==> config.mk <==
export PLATFORM = sky130hd
export DESIGN_NAME = mic_irq_ctrl
export DESIGN_NICKNAME = d
export VERILOG_FILES = /design/src/rtl/mic_irq_ctrl.v /design/src/rtl/mic_pin_sync.v
export VERILOG_INCLUDE_DIRS = /design/src /design/src/rtl
export SDC_FILE = /design/constraint.sdc
export NUM_CORES = 1
export LEC_CHECK = 0
export BUFFER_PORTS_ARGS = -buffer_cell sky130_fd_sc_hd__buf_2
export CAP_MARGIN = 20
export CORE_MARGIN = 2
export CORE_UTILIZATION = 55
export DETAILED_ROUTE_END_ITERATION = 8
export PLACE_DENSITY = 0.79
export SETUP_SLACK_MARGIN = 0.02
export SYNTH_ARGS = -nofsm -noshare
export SYNTH_HDL_FRONTEND = slang
export SYNTH_SLANG_ARGS = --single-unit
==> constraint.sdc <==
create_clock -name I_CLK -period 2.1 [get_ports I_CLK]
set_clock_uncertainty 0.05 [all_clocks]
set_input_delay 0 -clock I_CLK [delete_from_list [all_inputs] [get_ports I_CLK]]
set_output_delay 0 -clock I_CLK [all_outputs]
set_load 0.1 [all_outputs]
==> src/rtl/mic_consts.vh <==
`ifndef MIC_CONSTS_VH
`define MIC_CONSTS_VH

////////////////////////////////////////////////////////////////////////////////
// Register offsets
`define MIC_OFF_TFLAG     8'h38
`define MIC_OFF_TMASK     8'h39
`define MIC_OFF_GFLAG     8'h3a
`define MIC_OFF_GMASK     8'h3b
`define MIC_OFF_SENSE     8'h35
`define MIC_OFF_GCTRL     8'h30

////////////////////////////////////////////////////////////////////////////////
// Field positions
`define MIC_BIT_EXT       6
`define MIC_BIT_PCHG      5
`define MIC_BIT_T1CMP     6
`define MIC_BIT_T1OVF     2
`define MIC_BIT_T0OVF     1
`define MIC_BIT_GIE       7
`define MIC_BIT_SENSE_HI  1
`define MIC_BIT_SENSE_LO  0

////////////////////////////////////////////////////////////////////////////////
// Reset values
`define MIC_RST_MASK      8'h00
`define MIC_RST_FLAGS     8'h00
`define MIC_RST_SENSE     2'h0
`define MIC_RST_GIE       1'b0

////////////////////////////////////////////////////////////////////////////////
// Sense modes
`define MIC_SENSE_LOW     2'h0
`define MIC_SENSE_ANY     2'h1
`define MIC_SENSE_FALL    2'h2
`define MIC_SENSE_RISE    2'h3

////////////////////////////////////////////////////////////////////////////////
// Vector addresses, lowest first
`define MIC_VEC_EXT       9'h001
`define MIC_VEC_PCHG      9'h002
`define MIC_VEC_T1CMP     9'h003
`define MIC_VEC_T1OVF     9'h004
`define MIC_VEC_T0OVF     9'h005

////////////////////////////////////////////////////////////////////////////////
// Timing counts in clock cycles
`define MIC_ENTRY_CYCLES  3'h4
`define MIC_WAKE_CYCLES   3'h4
`define MIC_RETURN_CYCLES 3'h4

`endif

==> src/rtl/mic_irq_ctrl.v <==
// Our own choice: the strobed register port.
`include "mic_consts.vh"

// Notes on behaviour
// Accepting any interrupt clears the global enable.
// Interrupt return instruction sets the global enable.
// Loading a source's vector clears that source's flag.
// Masked source still sets its flag; flag held until serviced or cleared.
// Flags held while global enable is off, then serviced one by one by priority.
// Low-level external request is not latched; pending only while pin is low.
// Status register is never saved or restored by hardware.
// Entry takes four cycles pushing the 9-bit PC, then vector is loaded.
// A running multicycle instruction completes before entry begins.
// Entry from sleep takes four extra cycles.
// Return takes four cycles popping the 9-bit PC.
// After return, one instruction runs before any pending request is taken.
// General mask bit 6 with global enable allows external request, vector 001h.
// External pin activity requests even when the pin is an output.
// General mask bit 5 enables pin-change request, vector 002h.
// External flag, bit 6, sets on edge or change; clears on vector or write-one.
// External flag reads zero in low-level sense mode.
// Pin-change flag, bit 5, sets on pin event; clears on vector or write-one.
// Timer mask bit 6 enables compare match, vector 003h.
// Timer mask bit 2 enables timer-1 overflow, vector 004h.
// Timer mask bit 1 enables timer-0 overflow, vector 005h.
// Reserved bits read zero and ignore writes; masks reset to zero.
// Sense bits: 00 low level, 01 any change, 10 falling, 11 rising.
// Timer flags at bits 6, 2, 1; clear on vector or write-one.
// Lowest vector address is serviced first.
// After reset global enable is zero and all flags are clear.
module mic_irq_ctrl #(
  parameter PC_WIDTH = 6
) (
  input  wire                I_CLK,
  input  wire                I_RST,
  input  wire [7:0]          I_ADDR,
  input  wire [7:0]          I_WDATA,
  input  wire                I_WR,
  input  wire                I_RD,
  output wire [7:0]          O_RDATA,
  input  wire                I_EXT_PIN,
  input  wire [PC_WIDTH-1:0] I_PIN_BUS,
  input  wire                I_T1_COMPARE,
  input  wire                I_T1_OVERFLOW,
  input  wire                I_T0_OVERFLOW,
  input  wire                I_INSTR_DONE,
  input  wire                I_SLEEPING,
  input  wire                I_RETURN,
  output wire                O_CORE_HOLD,
  output wire                O_PC_PUSH,
  output wire                O_PC_POP,
  output wire                O_WAKE,
  output wire                O_VEC_LOAD,
  output wire [8:0]          O_VECTOR,
  output wire                O_GIE
);

  localparam ST_IDLE  = 3'h0;
  localparam ST_WAKE  = 3'h1;
  localparam ST_ENTRY = 3'h2;
  localparam ST_RET   = 3'h3;
  localparam ST_POST  = 3'h4;
  localparam SRC_EXT   = 3'h0;
  localparam SRC_PCHG  = 3'h1;
  localparam SRC_T1CMP = 3'h2;
  localparam SRC_T1OVF = 3'h3;
  localparam SRC_T0OVF = 3'h4;
  //////////////////////////////////////////////////////////////////////////////
  // State and registers
  reg  [2:0]          state_q;
  reg  [2:0]          state_d;
  reg  [2:0]          cnt_q;
  reg  [2:0]          cnt_d;
  reg  [2:0]          src_q;
  reg  [2:0]          src_d;
  reg                 vec_load_q;
  reg  [8:0]          vector_q;
  reg                 gie_q;
  reg                 ext_en_q;
  reg                 pchg_en_q;
  reg                 t1cmp_en_q;
  reg                 t1ovf_en_q;
  reg                 t0ovf_en_q;
  reg                 ext_flag_q;
  reg                 pchg_flag_q;
  reg                 t1cmp_flag_q;
  reg                 t1ovf_flag_q;
  reg                 t0ovf_flag_q;
  reg  [1:0]          sense_q;
  reg  [7:0]          rdata_q;
  reg  [PC_WIDTH:0]   prev_q;
  reg                 armed_q;

  wire [PC_WIDTH:0]   pin_level;
  wire                pin_valid;
  wire                ext_level;
  wire                ext_rise;
  wire                ext_fall;
  wire                ext_event;
  wire                ext_low;
  wire                low_mode;
  wire                pchg_event;
  wire                wr_gflag;
  wire                wr_tflag;
  wire [4:0]          req;
  wire                accept;
  wire                vec_fire;
  wire                ret_done;

  //////////////////////////////////////////////////////////////////////////////
  // Pin sampling and event detection
  // Pad level is sampled whatever the pin direction, outputs included
  mic_pin_sync #(
    .WIDTH (PC_WIDTH + 1)
  ) u_sync (
    .i_clk   (I_CLK),
    .i_rst   (I_RST),
    .i_pins  ({I_EXT_PIN, I_PIN_BUS}),
    .o_level (pin_level),
    .o_valid (pin_valid)
  );

  always @(posedge I_CLK) begin
    if (I_RST) begin
      prev_q  <= {(PC_WIDTH + 1){1'b0}};
      armed_q <= 1'b0;
    end else begin
      prev_q  <= pin_level;
      armed_q <= pin_valid;
    end
  end

  assign ext_level  = pin_level[PC_WIDTH];
  assign ext_rise   = armed_q & ext_level & ~prev_q[PC_WIDTH];
  assign ext_fall   = armed_q & ~ext_level & prev_q[PC_WIDTH];
  assign low_mode   = (sense_q == `MIC_SENSE_LOW);
  assign ext_low    = pin_valid & ~ext_level;
  // Edge or change selection for the external request
  assign ext_event  = (sense_q == `MIC_SENSE_ANY)  ? (ext_rise | ext_fall) :
                      (sense_q == `MIC_SENSE_FALL) ? ext_fall :
                      (sense_q == `MIC_SENSE_RISE) ? ext_rise : 1'b0;

  // Any change on any sampled pin, the external pin included
  assign pchg_event = armed_q & (pin_level != prev_q);

  //////////////////////////////////////////////////////////////////////////////
  // Request gating and priority
  assign req[SRC_EXT]   = ext_en_q & (low_mode ? ext_low : ext_flag_q);
  assign req[SRC_PCHG]  = pchg_en_q & pchg_flag_q;
  assign req[SRC_T1CMP] = t1cmp_en_q & t1cmp_flag_q;
  assign req[SRC_T1OVF] = t1ovf_en_q & t1ovf_flag_q;
  assign req[SRC_T0OVF] = t0ovf_en_q & t0ovf_flag_q;

  // Taken at an instruction boundary, in idle or once one instruction followed a return
  assign accept = ((state_q == ST_IDLE) | (state_q == ST_POST)) &
                  gie_q & (|req) & I_INSTR_DONE;

  function [2:0] pick;
    input [4:0] r;
    integer i;
    begin
      pick = SRC_T0OVF;
      for (i = 4; i >= 0; i = i - 1) begin
        if (r[i]) begin
          pick = i[2:0];
        end
      end
    end
  endfunction

  //////////////////////////////////////////////////////////////////////////////
  // Entry and return sequencer
  always @* begin
    state_d = state_q;
    cnt_d   = cnt_q;
    src_d   = src_q;
    case (state_q)
      ST_IDLE, ST_POST: begin
        if (accept) begin
          src_d = pick(req);
          if (I_SLEEPING) begin
            state_d = ST_WAKE;
            cnt_d   = `MIC_WAKE_CYCLES - 3'h1;
          end else begin
            state_d = ST_ENTRY;
            cnt_d   = `MIC_ENTRY_CYCLES - 3'h1;
          end
        end else if (I_RETURN && state_q == ST_IDLE) begin
          state_d = ST_RET;
          cnt_d   = `MIC_RETURN_CYCLES - 3'h1;
        end else if (I_INSTR_DONE) begin
          state_d = ST_IDLE;
        end
      end
      ST_WAKE: begin
        if (cnt_q == 3'h0) begin
          state_d = ST_ENTRY;
          cnt_d   = `MIC_ENTRY_CYCLES - 3'h1;
        end else begin
          cnt_d = cnt_q - 3'h1;
        end
      end
      ST_ENTRY, ST_RET: begin
        if (cnt_q == 3'h0) begin
          state_d = (state_q == ST_RET) ? ST_POST : ST_IDLE;
        end else begin
          cnt_d = cnt_q - 3'h1;
        end
      end
      default: begin
        state_d = ST_IDLE;
        cnt_d   = 3'h0;
      end
    endcase
  end

  assign vec_fire = (state_q == ST_ENTRY) & (cnt_q == 3'h0);
  assign ret_done = (state_q == ST_RET) & (cnt_q == 3'h0);

  // The status register is left alone on entry and return
  always @(posedge I_CLK) begin
    if (I_RST) begin
      state_q    <= ST_IDLE;
      cnt_q      <= 3'h0;
      src_q      <= SRC_EXT;
      vec_load_q <= 1'b0;
      vector_q   <= 9'h000;
    end else begin
      state_q    <= state_d;
      cnt_q      <= cnt_d;
      src_q      <= src_d;
      vec_load_q <= vec_fire;
      if (vec_fire) begin
        vector_q <= {6'h00, src_q} + 9'h001;
      end
    end
  end

  //////////////////////////////////////////////////////////////////////////////
  // Register writes and flags
  assign wr_gflag = I_WR & (I_ADDR == `MIC_OFF_GFLAG);
  assign wr_tflag = I_WR & (I_ADDR == `MIC_OFF_TFLAG);

  always @(posedge I_CLK) begin
    if (I_RST) begin
      gie_q      <= `MIC_RST_GIE;
      ext_en_q   <= 1'b0;
      pchg_en_q  <= 1'b0;
      t1cmp_en_q <= 1'b0;
      t1ovf_en_q <= 1'b0;
      t0ovf_en_q <= 1'b0;
      sense_q    <= `MIC_RST_SENSE;
    end else begin
      if (I_WR && I_ADDR == `MIC_OFF_GMASK) begin
        ext_en_q  <= I_WDATA[`MIC_BIT_EXT];
        pchg_en_q <= I_WDATA[`MIC_BIT_PCHG];
      end
      if (I_WR && I_ADDR == `MIC_OFF_TMASK) begin
        t1cmp_en_q <= I_WDATA[`MIC_BIT_T1CMP];
        t1ovf_en_q <= I_WDATA[`MIC_BIT_T1OVF];
        t0ovf_en_q <= I_WDATA[`MIC_BIT_T0OVF];
      end
      if (I_WR && I_ADDR == `MIC_OFF_SENSE) begin
        sense_q <= {I_WDATA[`MIC_BIT_SENSE_HI], I_WDATA[`MIC_BIT_SENSE_LO]};
      end
      // Hardware takes precedence over a software write in the same cycle
      if (accept) begin
        gie_q <= 1'b0;
      end else if (ret_done) begin
        gie_q <= 1'b1;
      end else if (I_WR && I_ADDR == `MIC_OFF_GCTRL) begin
        gie_q <= I_WDATA[`MIC_BIT_GIE];
      end
    end
  end

  // Each flag: a new event wins over a clear arriving in the same cycle
  always @(posedge I_CLK) begin
    if (I_RST) begin
      ext_flag_q   <= 1'b0;
      pchg_flag_q  <= 1'b0;
      t1cmp_flag_q <= 1'b0;
      t1ovf_flag_q <= 1'b0;
      t0ovf_flag_q <= 1'b0;
    end else begin
      if (low_mode) begin
        ext_flag_q <= 1'b0;
      end else if (ext_event) begin
        ext_flag_q <= 1'b1;
      end else if ((vec_fire && src_q == SRC_EXT) ||
                   (wr_gflag && I_WDATA[`MIC_BIT_EXT])) begin
        ext_flag_q <= 1'b0;
      end
      if (pchg_event) begin
        pchg_flag_q <= 1'b1;
      end else if ((vec_fire && src_q == SRC_PCHG) ||
                   (wr_gflag && I_WDATA[`MIC_BIT_PCHG])) begin
        pchg_flag_q <= 1'b0;
      end
      if (I_T1_COMPARE) begin
        t1cmp_flag_q <= 1'b1;
      end else if ((vec_fire && src_q == SRC_T1CMP) ||
                   (wr_tflag && I_WDATA[`MIC_BIT_T1CMP])) begin
        t1cmp_flag_q <= 1'b0;
      end
      if (I_T1_OVERFLOW) begin
        t1ovf_flag_q <= 1'b1;
      end else if ((vec_fire && src_q == SRC_T1OVF) ||
                   (wr_tflag && I_WDATA[`MIC_BIT_T1OVF])) begin
        t1ovf_flag_q <= 1'b0;
      end
      if (I_T0_OVERFLOW) begin
        t0ovf_flag_q <= 1'b1;
      end else if ((vec_fire && src_q == SRC_T0OVF) ||
                   (wr_tflag && I_WDATA[`MIC_BIT_T0OVF])) begin
        t0ovf_flag_q <= 1'b0;
      end
    end
  end

  //////////////////////////////////////////////////////////////////////////////
  // Register reads, one cycle after the strobe
  always @(posedge I_CLK) begin
    rdata_q <= 8'h00;
    if (I_RD && !I_RST) begin
      case (I_ADDR)
        `MIC_OFF_GMASK: begin
          rdata_q[`MIC_BIT_EXT]  <= ext_en_q;
          rdata_q[`MIC_BIT_PCHG] <= pchg_en_q;
        end
        `MIC_OFF_GFLAG: begin
          rdata_q[`MIC_BIT_EXT]  <= ext_flag_q & ~low_mode;
          rdata_q[`MIC_BIT_PCHG] <= pchg_flag_q;
        end
        `MIC_OFF_TMASK: begin
          rdata_q[`MIC_BIT_T1CMP] <= t1cmp_en_q;
          rdata_q[`MIC_BIT_T1OVF] <= t1ovf_en_q;
          rdata_q[`MIC_BIT_T0OVF] <= t0ovf_en_q;
        end
        `MIC_OFF_TFLAG: begin
          rdata_q[`MIC_BIT_T1CMP] <= t1cmp_flag_q;
          rdata_q[`MIC_BIT_T1OVF] <= t1ovf_flag_q;
          rdata_q[`MIC_BIT_T0OVF] <= t0ovf_flag_q;
        end
        `MIC_OFF_SENSE: begin
          rdata_q[`MIC_BIT_SENSE_HI:`MIC_BIT_SENSE_LO] <= sense_q;
        end
        `MIC_OFF_GCTRL: begin
          rdata_q[`MIC_BIT_GIE] <= gie_q;
        end
        default: begin
          rdata_q <= 8'h00;
        end
      endcase
    end
  end

  //////////////////////////////////////////////////////////////////////////////
  // Outputs
  assign O_RDATA     = rdata_q;
  assign O_CORE_HOLD = (state_q == ST_WAKE) | (state_q == ST_ENTRY) | (state_q == ST_RET);
  assign O_PC_PUSH   = (state_q == ST_ENTRY);
  assign O_PC_POP    = (state_q == ST_RET);
  assign O_WAKE      = (state_q == ST_WAKE);
  assign O_VEC_LOAD  = vec_load_q;
  assign O_VECTOR    = vector_q;
  assign O_GIE       = gie_q;

endmodule // mic_irq_ctrl

==> src/rtl/mic_pin_sync.v <==
module mic_pin_sync #(
  parameter WIDTH = 7
) (
  input  wire             i_clk,
  input  wire             i_rst,
  input  wire [WIDTH-1:0] i_pins,
  output wire [WIDTH-1:0] o_level,
  output wire             o_valid
);

  reg [1:0] fill_q;
  reg       valid_q;

  // Counts the cycles until the third stage holds a real sample
  always @(posedge i_clk) begin
    if (i_rst) begin
      fill_q  <= 2'h0;
      valid_q <= 1'b0;
    end else begin
      if (fill_q != 2'h3) begin
        fill_q <= fill_q + 2'h1;
      end
      if (fill_q == 2'h3) begin
        valid_q <= 1'b1;
      end
    end
  end

  assign o_valid = valid_q;

  genvar g;
  generate
    for (g = 0; g < WIDTH; g = g + 1) begin : g_bit
      reg s1_q;
      reg s2_q;
      reg s3_q;
      reg lvl_q;
      // Level moves only once the second and third stages agree
      always @(posedge i_clk) begin
        if (i_rst) begin
          s1_q  <= 1'b0;
          s2_q  <= 1'b0;
          s3_q  <= 1'b0;
          lvl_q <= 1'b0;
        end else begin
          s1_q <= i_pins[g];
          s2_q <= s1_q;
          s3_q <= s2_q;
          if (fill_q == 2'h3 && s2_q == s3_q) begin
            lvl_q <= s3_q;
          end
        end
      end
      assign o_level[g] = lvl_q;
    end
  endgenerate

endmodule // mic_pin_sync

## Yosys cells after proc, flatten, opt, wreduce, memory -nomap -nowiden

Index checks and enable logic that the tools add are counted.

| storage, ports and cells | value |
|---|---|
| register bits after elaboration | 79 |
| bits of input ports | 33 |
| output and inout port bits | 23 |

| cells by class | value |
|---|---|
| $add $sub $neg | 3 |
| equal/unequal tests | 32 |
| multiplexer cells | 37 |
| bitwise operators | 26 |
| reductions and logical operators | 49 |

Operator list:

| kind | count |
|---|---|
| $eq A8 B6 Y1 const B | 6 |
| $mux W3 | 14 |
| $logic_and A1 B1 Y1 | 23 |
| $and A1 B1 Y1 | 19 |
| $pmux W3 S3 | 2 |
| $mux W1 | 16 |
| $eq A3 B2 Y1 const B | 4 |
| $reduce_bool A2 Y1 | 6 |
| $logic_not A3 Y1 | 3 |
| $reduce_and A2 Y1 | 4 |
| $reduce_or A2 Y1 | 4 |
| $eq A1 B1 Y1 | 7 |
| $ne A7 B7 Y1 | 1 |
| $eq A2 B2 Y1 const B | 3 |
| $eq A3 B1 Y1 const B | 2 |
| $eq A3 B3 Y1 const B | 2 |
| $ne A2 B2 Y1 const B | 3 |
| $logic_or A1 B1 Y1 | 5 |
| $reduce_or A5 Y1 | 1 |
| $add A3 B1 Y4 const B | 1 |
| $ne A4 B4 Y1 const B | 1 |
| $or A1 B1 Y1 | 4 |
| $pmux W1 S2 | 2 |
| $pmux W1 S4 | 1 |
| 11 further kinds | 13 |

## Longest topological paths before layout

| depth | value |
|---|---|
| word-level depth | 9 |
| mapped depth | 7 |
| gate-level depth less buffers | 7 |

## Modules after synthesis

From an unflattened synthesis, not the netlist that was laid out.

| unflattened totals | value |
|---|---|
| cell total of the unflattened synthesis | 352 |
| area total of the unflattened synthesis | 3345.7 um^2 |

By module, submodules not included:

| module | instances | cells each | area each (um^2) | sequential area each (um^2) |
|---|---|---|---|---|
| mic_irq_ctrl | 1 | 245 | 2179.6 | 820.8 |
| mic_pin_sync | 1 | 107 | 1166.1 | 620.6 |

## Worst setup path after synthesis

No wires, ideal clock.

| path | value |
|---|---|
| kind | register -> register |
| start point | reg state_q[0] |
| end point | reg t0ovf_flag_q |
| arrival time | 3.610 ns |
| required time | 1.935 ns |
| path slack | -1.675 ns |
| stages on the path, launching flop included | 7 |
| buffers on the path | 1 |
| clock period less this slack | 3.775 ns |
| cells stage by stage | dfxtp_1 > buf_2 > nor3b_1 > nand2_1 > o21ai_0 > a21oi_1 > o21ba_1 |

| on the way | value |
|---|---|
| word-level cells in the longest chain between the ends | 5 |

Ends and longest elaborated chain:

| item | RTL line | text |
|---|---|---|
| start, declared | mic_irq_ctrl.v:70 | `reg [2:0] state_q;` |
| start signal, assigned | mic_irq_ctrl.v:229 | `state_q <= state_d;` |
| $eq A3 B2 Y1 | - |  |
| net O_PC_PUSH | mic_irq_ctrl.v:50 | `output wire O_PC_PUSH,` |
| $and A1 B1 Y1 | mic_irq_ctrl.v:217 | `assign vec_fire = (state_q == ST_ENTRY) & (cnt_q == 3'h0);` |
| $logic_and A1 B1 Y1 | mic_irq_ctrl.v:314 | `end else if ((vec_fire && src_q == SRC_T0OVF) \|\|` |
| $logic_or A1 B1 Y1 | mic_irq_ctrl.v:314 |  |
| $reduce_bool A2 Y1 (no source line) | - |  |
| end signal, assigned | mic_irq_ctrl.v:284 | `t0ovf_flag_q <= 1'b0;` |
| end signal, assigned | mic_irq_ctrl.v:313 | `t0ovf_flag_q <= 1'b1;` |
| end signal, assigned | mic_irq_ctrl.v:316 | `t0ovf_flag_q <= 1'b0;` |
| end, declared | mic_irq_ctrl.v:88 | `reg t0ovf_flag_q;` |

The timed path passes the listed nets, and every way through them passes these cells.
A chain may end at the register's enable or synchronous reset.

## Final worst setup path

| path | value |
|---|---|
| start point | reg state_q[0] |
| end point | reg state_q[1] |

| on the way | value |
|---|---|
| word-level cells in the longest chain between the ends | 7 |

Ends and longest elaborated chain:

| item | RTL line | text |
|---|---|---|
| $eq A3 B3 Y1 / $logic_not A3 Y1 (equally long branches) | - |  |
| $or A1 B1 Y1 | mic_irq_ctrl.v:155 | `assign accept = ((state_q == ST_IDLE) \| (state_q == ST_POST)) &` |
| $and A1 B1 Y1 | mic_irq_ctrl.v:155 |  |
| $and A1 B1 Y1 (2 in series) | mic_irq_ctrl.v:156 | `gie_q & (\|req) & I_INSTR_DONE;` |
| $ne A4 B4 Y1 (no source line) / $mux W3 (equally long branches) | - |  |
| $reduce_and A3 Y1 (no source line) / $pmux W3 S3 (equally long branches) | - |  |

Several ways; a longest one is shown, not always the timed one.

==> results.md <==
- Adder-Cell Fraction of Synth Area: 3.24%
- Synthesis Warnings: 0
- Clock Latency Late Sink: 350 ps
- Starting Density: 56.5%
- Fin Setup TNS: 0 ps
- Fmax: 0.541 GHz
- Critical path, cell by cell: nor2_2, nand3_1, a31oi_1, a211oi_1, a221oi_1
- Synth Area in Simple Gates: 23.6%
- Inserted Diodes: 0
- Max Root-Sink Buffers: 2
- WP data required: 2300 ps
- Hpwl dp: 4.09 mm
- DR DRC count: 0
- Post-synth EDFFs: 0
- CP endpoint kind: register
- H-tree depth: 3
- Final worst slack: 250 ps
- CP bufs+invs: 0
- Dpl ws: 320 ps
- Synthesized flop and latch total: 72
- Aggregate global routing overflow: 0
- Multi-input logic area: 1540 sq um
- Asr flop ratio synth: 0%
- Die width: 79.0 microns
- Final Cell Area: 3820 sq um
- 1st-iter DRT viols: 91
- Vias in the first global route: 2394
- Slew Viols, Final: 0
- Post-synthesis sequential area ratio: 46.6%
- Slew headroom: 55.3%
- CTS Sinks: 72
- First-pass GRT wire length: 10.3 mm
- Vias: 2488
- Cells after synthesis: 330
- Wirelength per Cell: 13.2 microns
- Crit-path slowest cell: a31oi_1
- Die Area: 6240 sq um
- Syn avg cell area: 9.37 sq um
- HP Class: in -> reg
- Crit Path Category: reg -> reg
- Setup-failing EPs final: 0
- Crit-path max cell delay: 420 ps
- Sum of routed wire length over all layers: 6.30 mm
- Die Ht: 79.0 microns
- Reg area: 1440 sq um
- Top fanout value on the critical path: 8
- Clock transition at the registers of the reported paths: 70 ps
- Period utilisation layout: 88.1%
- GRT Util Overall: 21.1%
- Cell row count: 27
- Routed Antenna Nets: 0
- CP startpoint kind: register
- Area Growth Syn to Fin: 23.6%
- Area of the core: 5470 sq um
- Ys flop type: dfxtp_1
- Synth unique cells: 51
- Crit path time final: 1850 ps
- RSZ-0062 raised after global routing: false
- CP arrival: 2050 ps
- RD Place Congestion: 0.863
- Status: finished clean
- Largest family of logic cells by synthesized area: simple AND/OR/NAND/NOR gates
- LEAKAGE: 1.67 nW
- Commonest non-fill, non-tap cell in the layout: dfxtp_1
- CTS tree: built
- Top Ports: 56
- Multiplexer share of the synthesized area: 3.64%
- PwrDens: 902 nW/um^2
- Total Nets Final: 442
- Compound-Gate Fraction of Synth Area: 15.0%
- Num CTS Buffers: 9
- Xor and xnor area share after synthesis: 2.27%
- Placed Instance Area: 3360 sq um
- Largest net degree at the start of global routing: 40
- TritonRoute pass-1 iters: 4
- Max Cap Violations: 0
- Cell Area, Synth: 3090 sq um
- VDD IR max: 0.000791 V
- Port bufs: 46
- Worst-Margin Slew: 670 ps
- Most frequent cells in the layout: dfxtp_1, buf_2, nand2_1
- Drt via density: 5.23
- Cell family with most CP delay: compound AO/OA/AOI/OAI gates
- FILL cells: 428
- Root Driver: clkbuf_8
- Antenna violations before repair: 0
- Fraction of layout cells with a size suffix above 1: 19.1%
- Final Hold Vio Count: 0
## synth_stat cells (2+ instances only)
cell | number | area (sq um)
dfxtp_1 | 72 | 1440
nand2_1 | 33 | 124
nor2b_1 | 32 | 200
a21oi_1 | 23 | 115
nor2_1 | 23 | 86.3
inv_1 | 14 | 52.6
o21ai_0 | 14 | 70.1
mux2i_1 | 9 | 90.1
nor3_1 | 9 | 45.0
clkbuf_1 | 8 | 30.0
ha_1 | 8 | 100
a21o_1 | 7 | 52.6
buf_4 | 7 | 52.6
a211oi_1 | 5 | 37.5
xor2_1 | 5 | 43.8
nand2b_1 | 4 | 25.0
nor4_1 | 4 | 25.0
a22oi_1 | 3 | 22.5
a31oi_1 | 3 | 18.8
nand3b_1 | 3 | 22.5
xnor2_1 | 3 | 26.3
a32oi_1 | 2 | 17.5
and3_1 | 2 | 12.5
and4b_1 | 2 | 20.0
buf_1 | 2 | 7.51
buf_6 | 2 | 22.5
nand3_1 | 2 | 10.0
nand4_1 | 2 | 12.5
nor3b_1 | 2 | 15.0
nor4b_1 | 2 | 17.5
o21a_1 | 2 | 15.0
o2bb2ai_1 | 2 | 17.5
## kinds of logic after synthesis
logic type,Yosys count
multiplexers,10
XOR/XNOR,8
flip-flops,72
buffers and inverters,34
AO/OA/AOI/OAI,69
adder cells (fa/ha/maj),8
other,1
AND/OR/NAND/NOR,128
## cell type report
| cell class | count | area share (%) |
|---|---|---|
| Inverter | 14 | 1.38 |
| Clock inverter | 3 | 1.11 |
| Tap cell | 72 | 2.36 |
| Multi-Input combinational cell | 230 | 40.2 |
| Timing Repair Buffer | 74 | 13.2 |
| Sequential cell | 72 | 37.7 |
| Clock buffer | 11 | 3.96 |
## report_power, final
part	internal [mW]	switching, mW	leakage, nW
sequential	1.44	0.0642	0.587
clock	0.598	0.472	0.0973
combinational	0.250	0.618	0.983
## final timing paths
kind                     endpoint            startpoint  cells after the start  slack, ps
max reg2reg            state_q[1]            state_q[0]                      5        250
min reg2reg  u_sync.g_bit[5].s2_q  u_sync.g_bit[5].s1_q                      1        380
max                    state_q[1]            state_q[0]                      5        250
min                    sense_q[0]                  I_WR                      4         50
## metal layers
layer  GRT usage, %  vias up  routed length (microns)  share of wire (%)
li1               -     1260                        -                  -
met1           24.5     1130                     2780                 44
met2           35.0       84                     3050                 48
met3           7.84       14                      340                5.4
met4           8.97        0                      137                2.2
met5              0        -                        0                  0
## worst register-to-register path: stages (launching register included)
cell      delay, ps
dfxtp_1         410
nor2_2          220
nand3_1         220
a31oi_1         420
a211oi_1        160
a221oi_1        270
## sequential cells by signal, indices dropped and copies added, names as in the netlist, 4 cells and up
signal and flops:
u_sync.g_bit.s2_q 7, u_sync.g_bit.lvl_q 7, u_sync.g_bit.s1_q 7, u_sync.g_bit.s3_q 7
O_RDATA 6, O_VECTOR 4, prev_q 7
## through the flow
stage                     util, %  cells  hold WS (ps)  power (mW)
after global routing         69.8    476          58.7        3.61
after CTS                    69.8    477          40.2        3.46
after detailed placement     61.3    436           162        2.36
after global placement       61.3    436           159        2.35
final                        69.8    476          52.1        3.45
after floorplan                 -    336          67.4        2.22
## timing repair
item | in CTS | in global routing
endpoints found under the hold margin | 27 | 0
endpoints found under the setup margin | 0 | 1
buffers inserted | 0 | 0
gates resized for setup | 0 | 2
hold buffers | 27 | 0
Note: power is estimated with default switching activity, not from simulation.
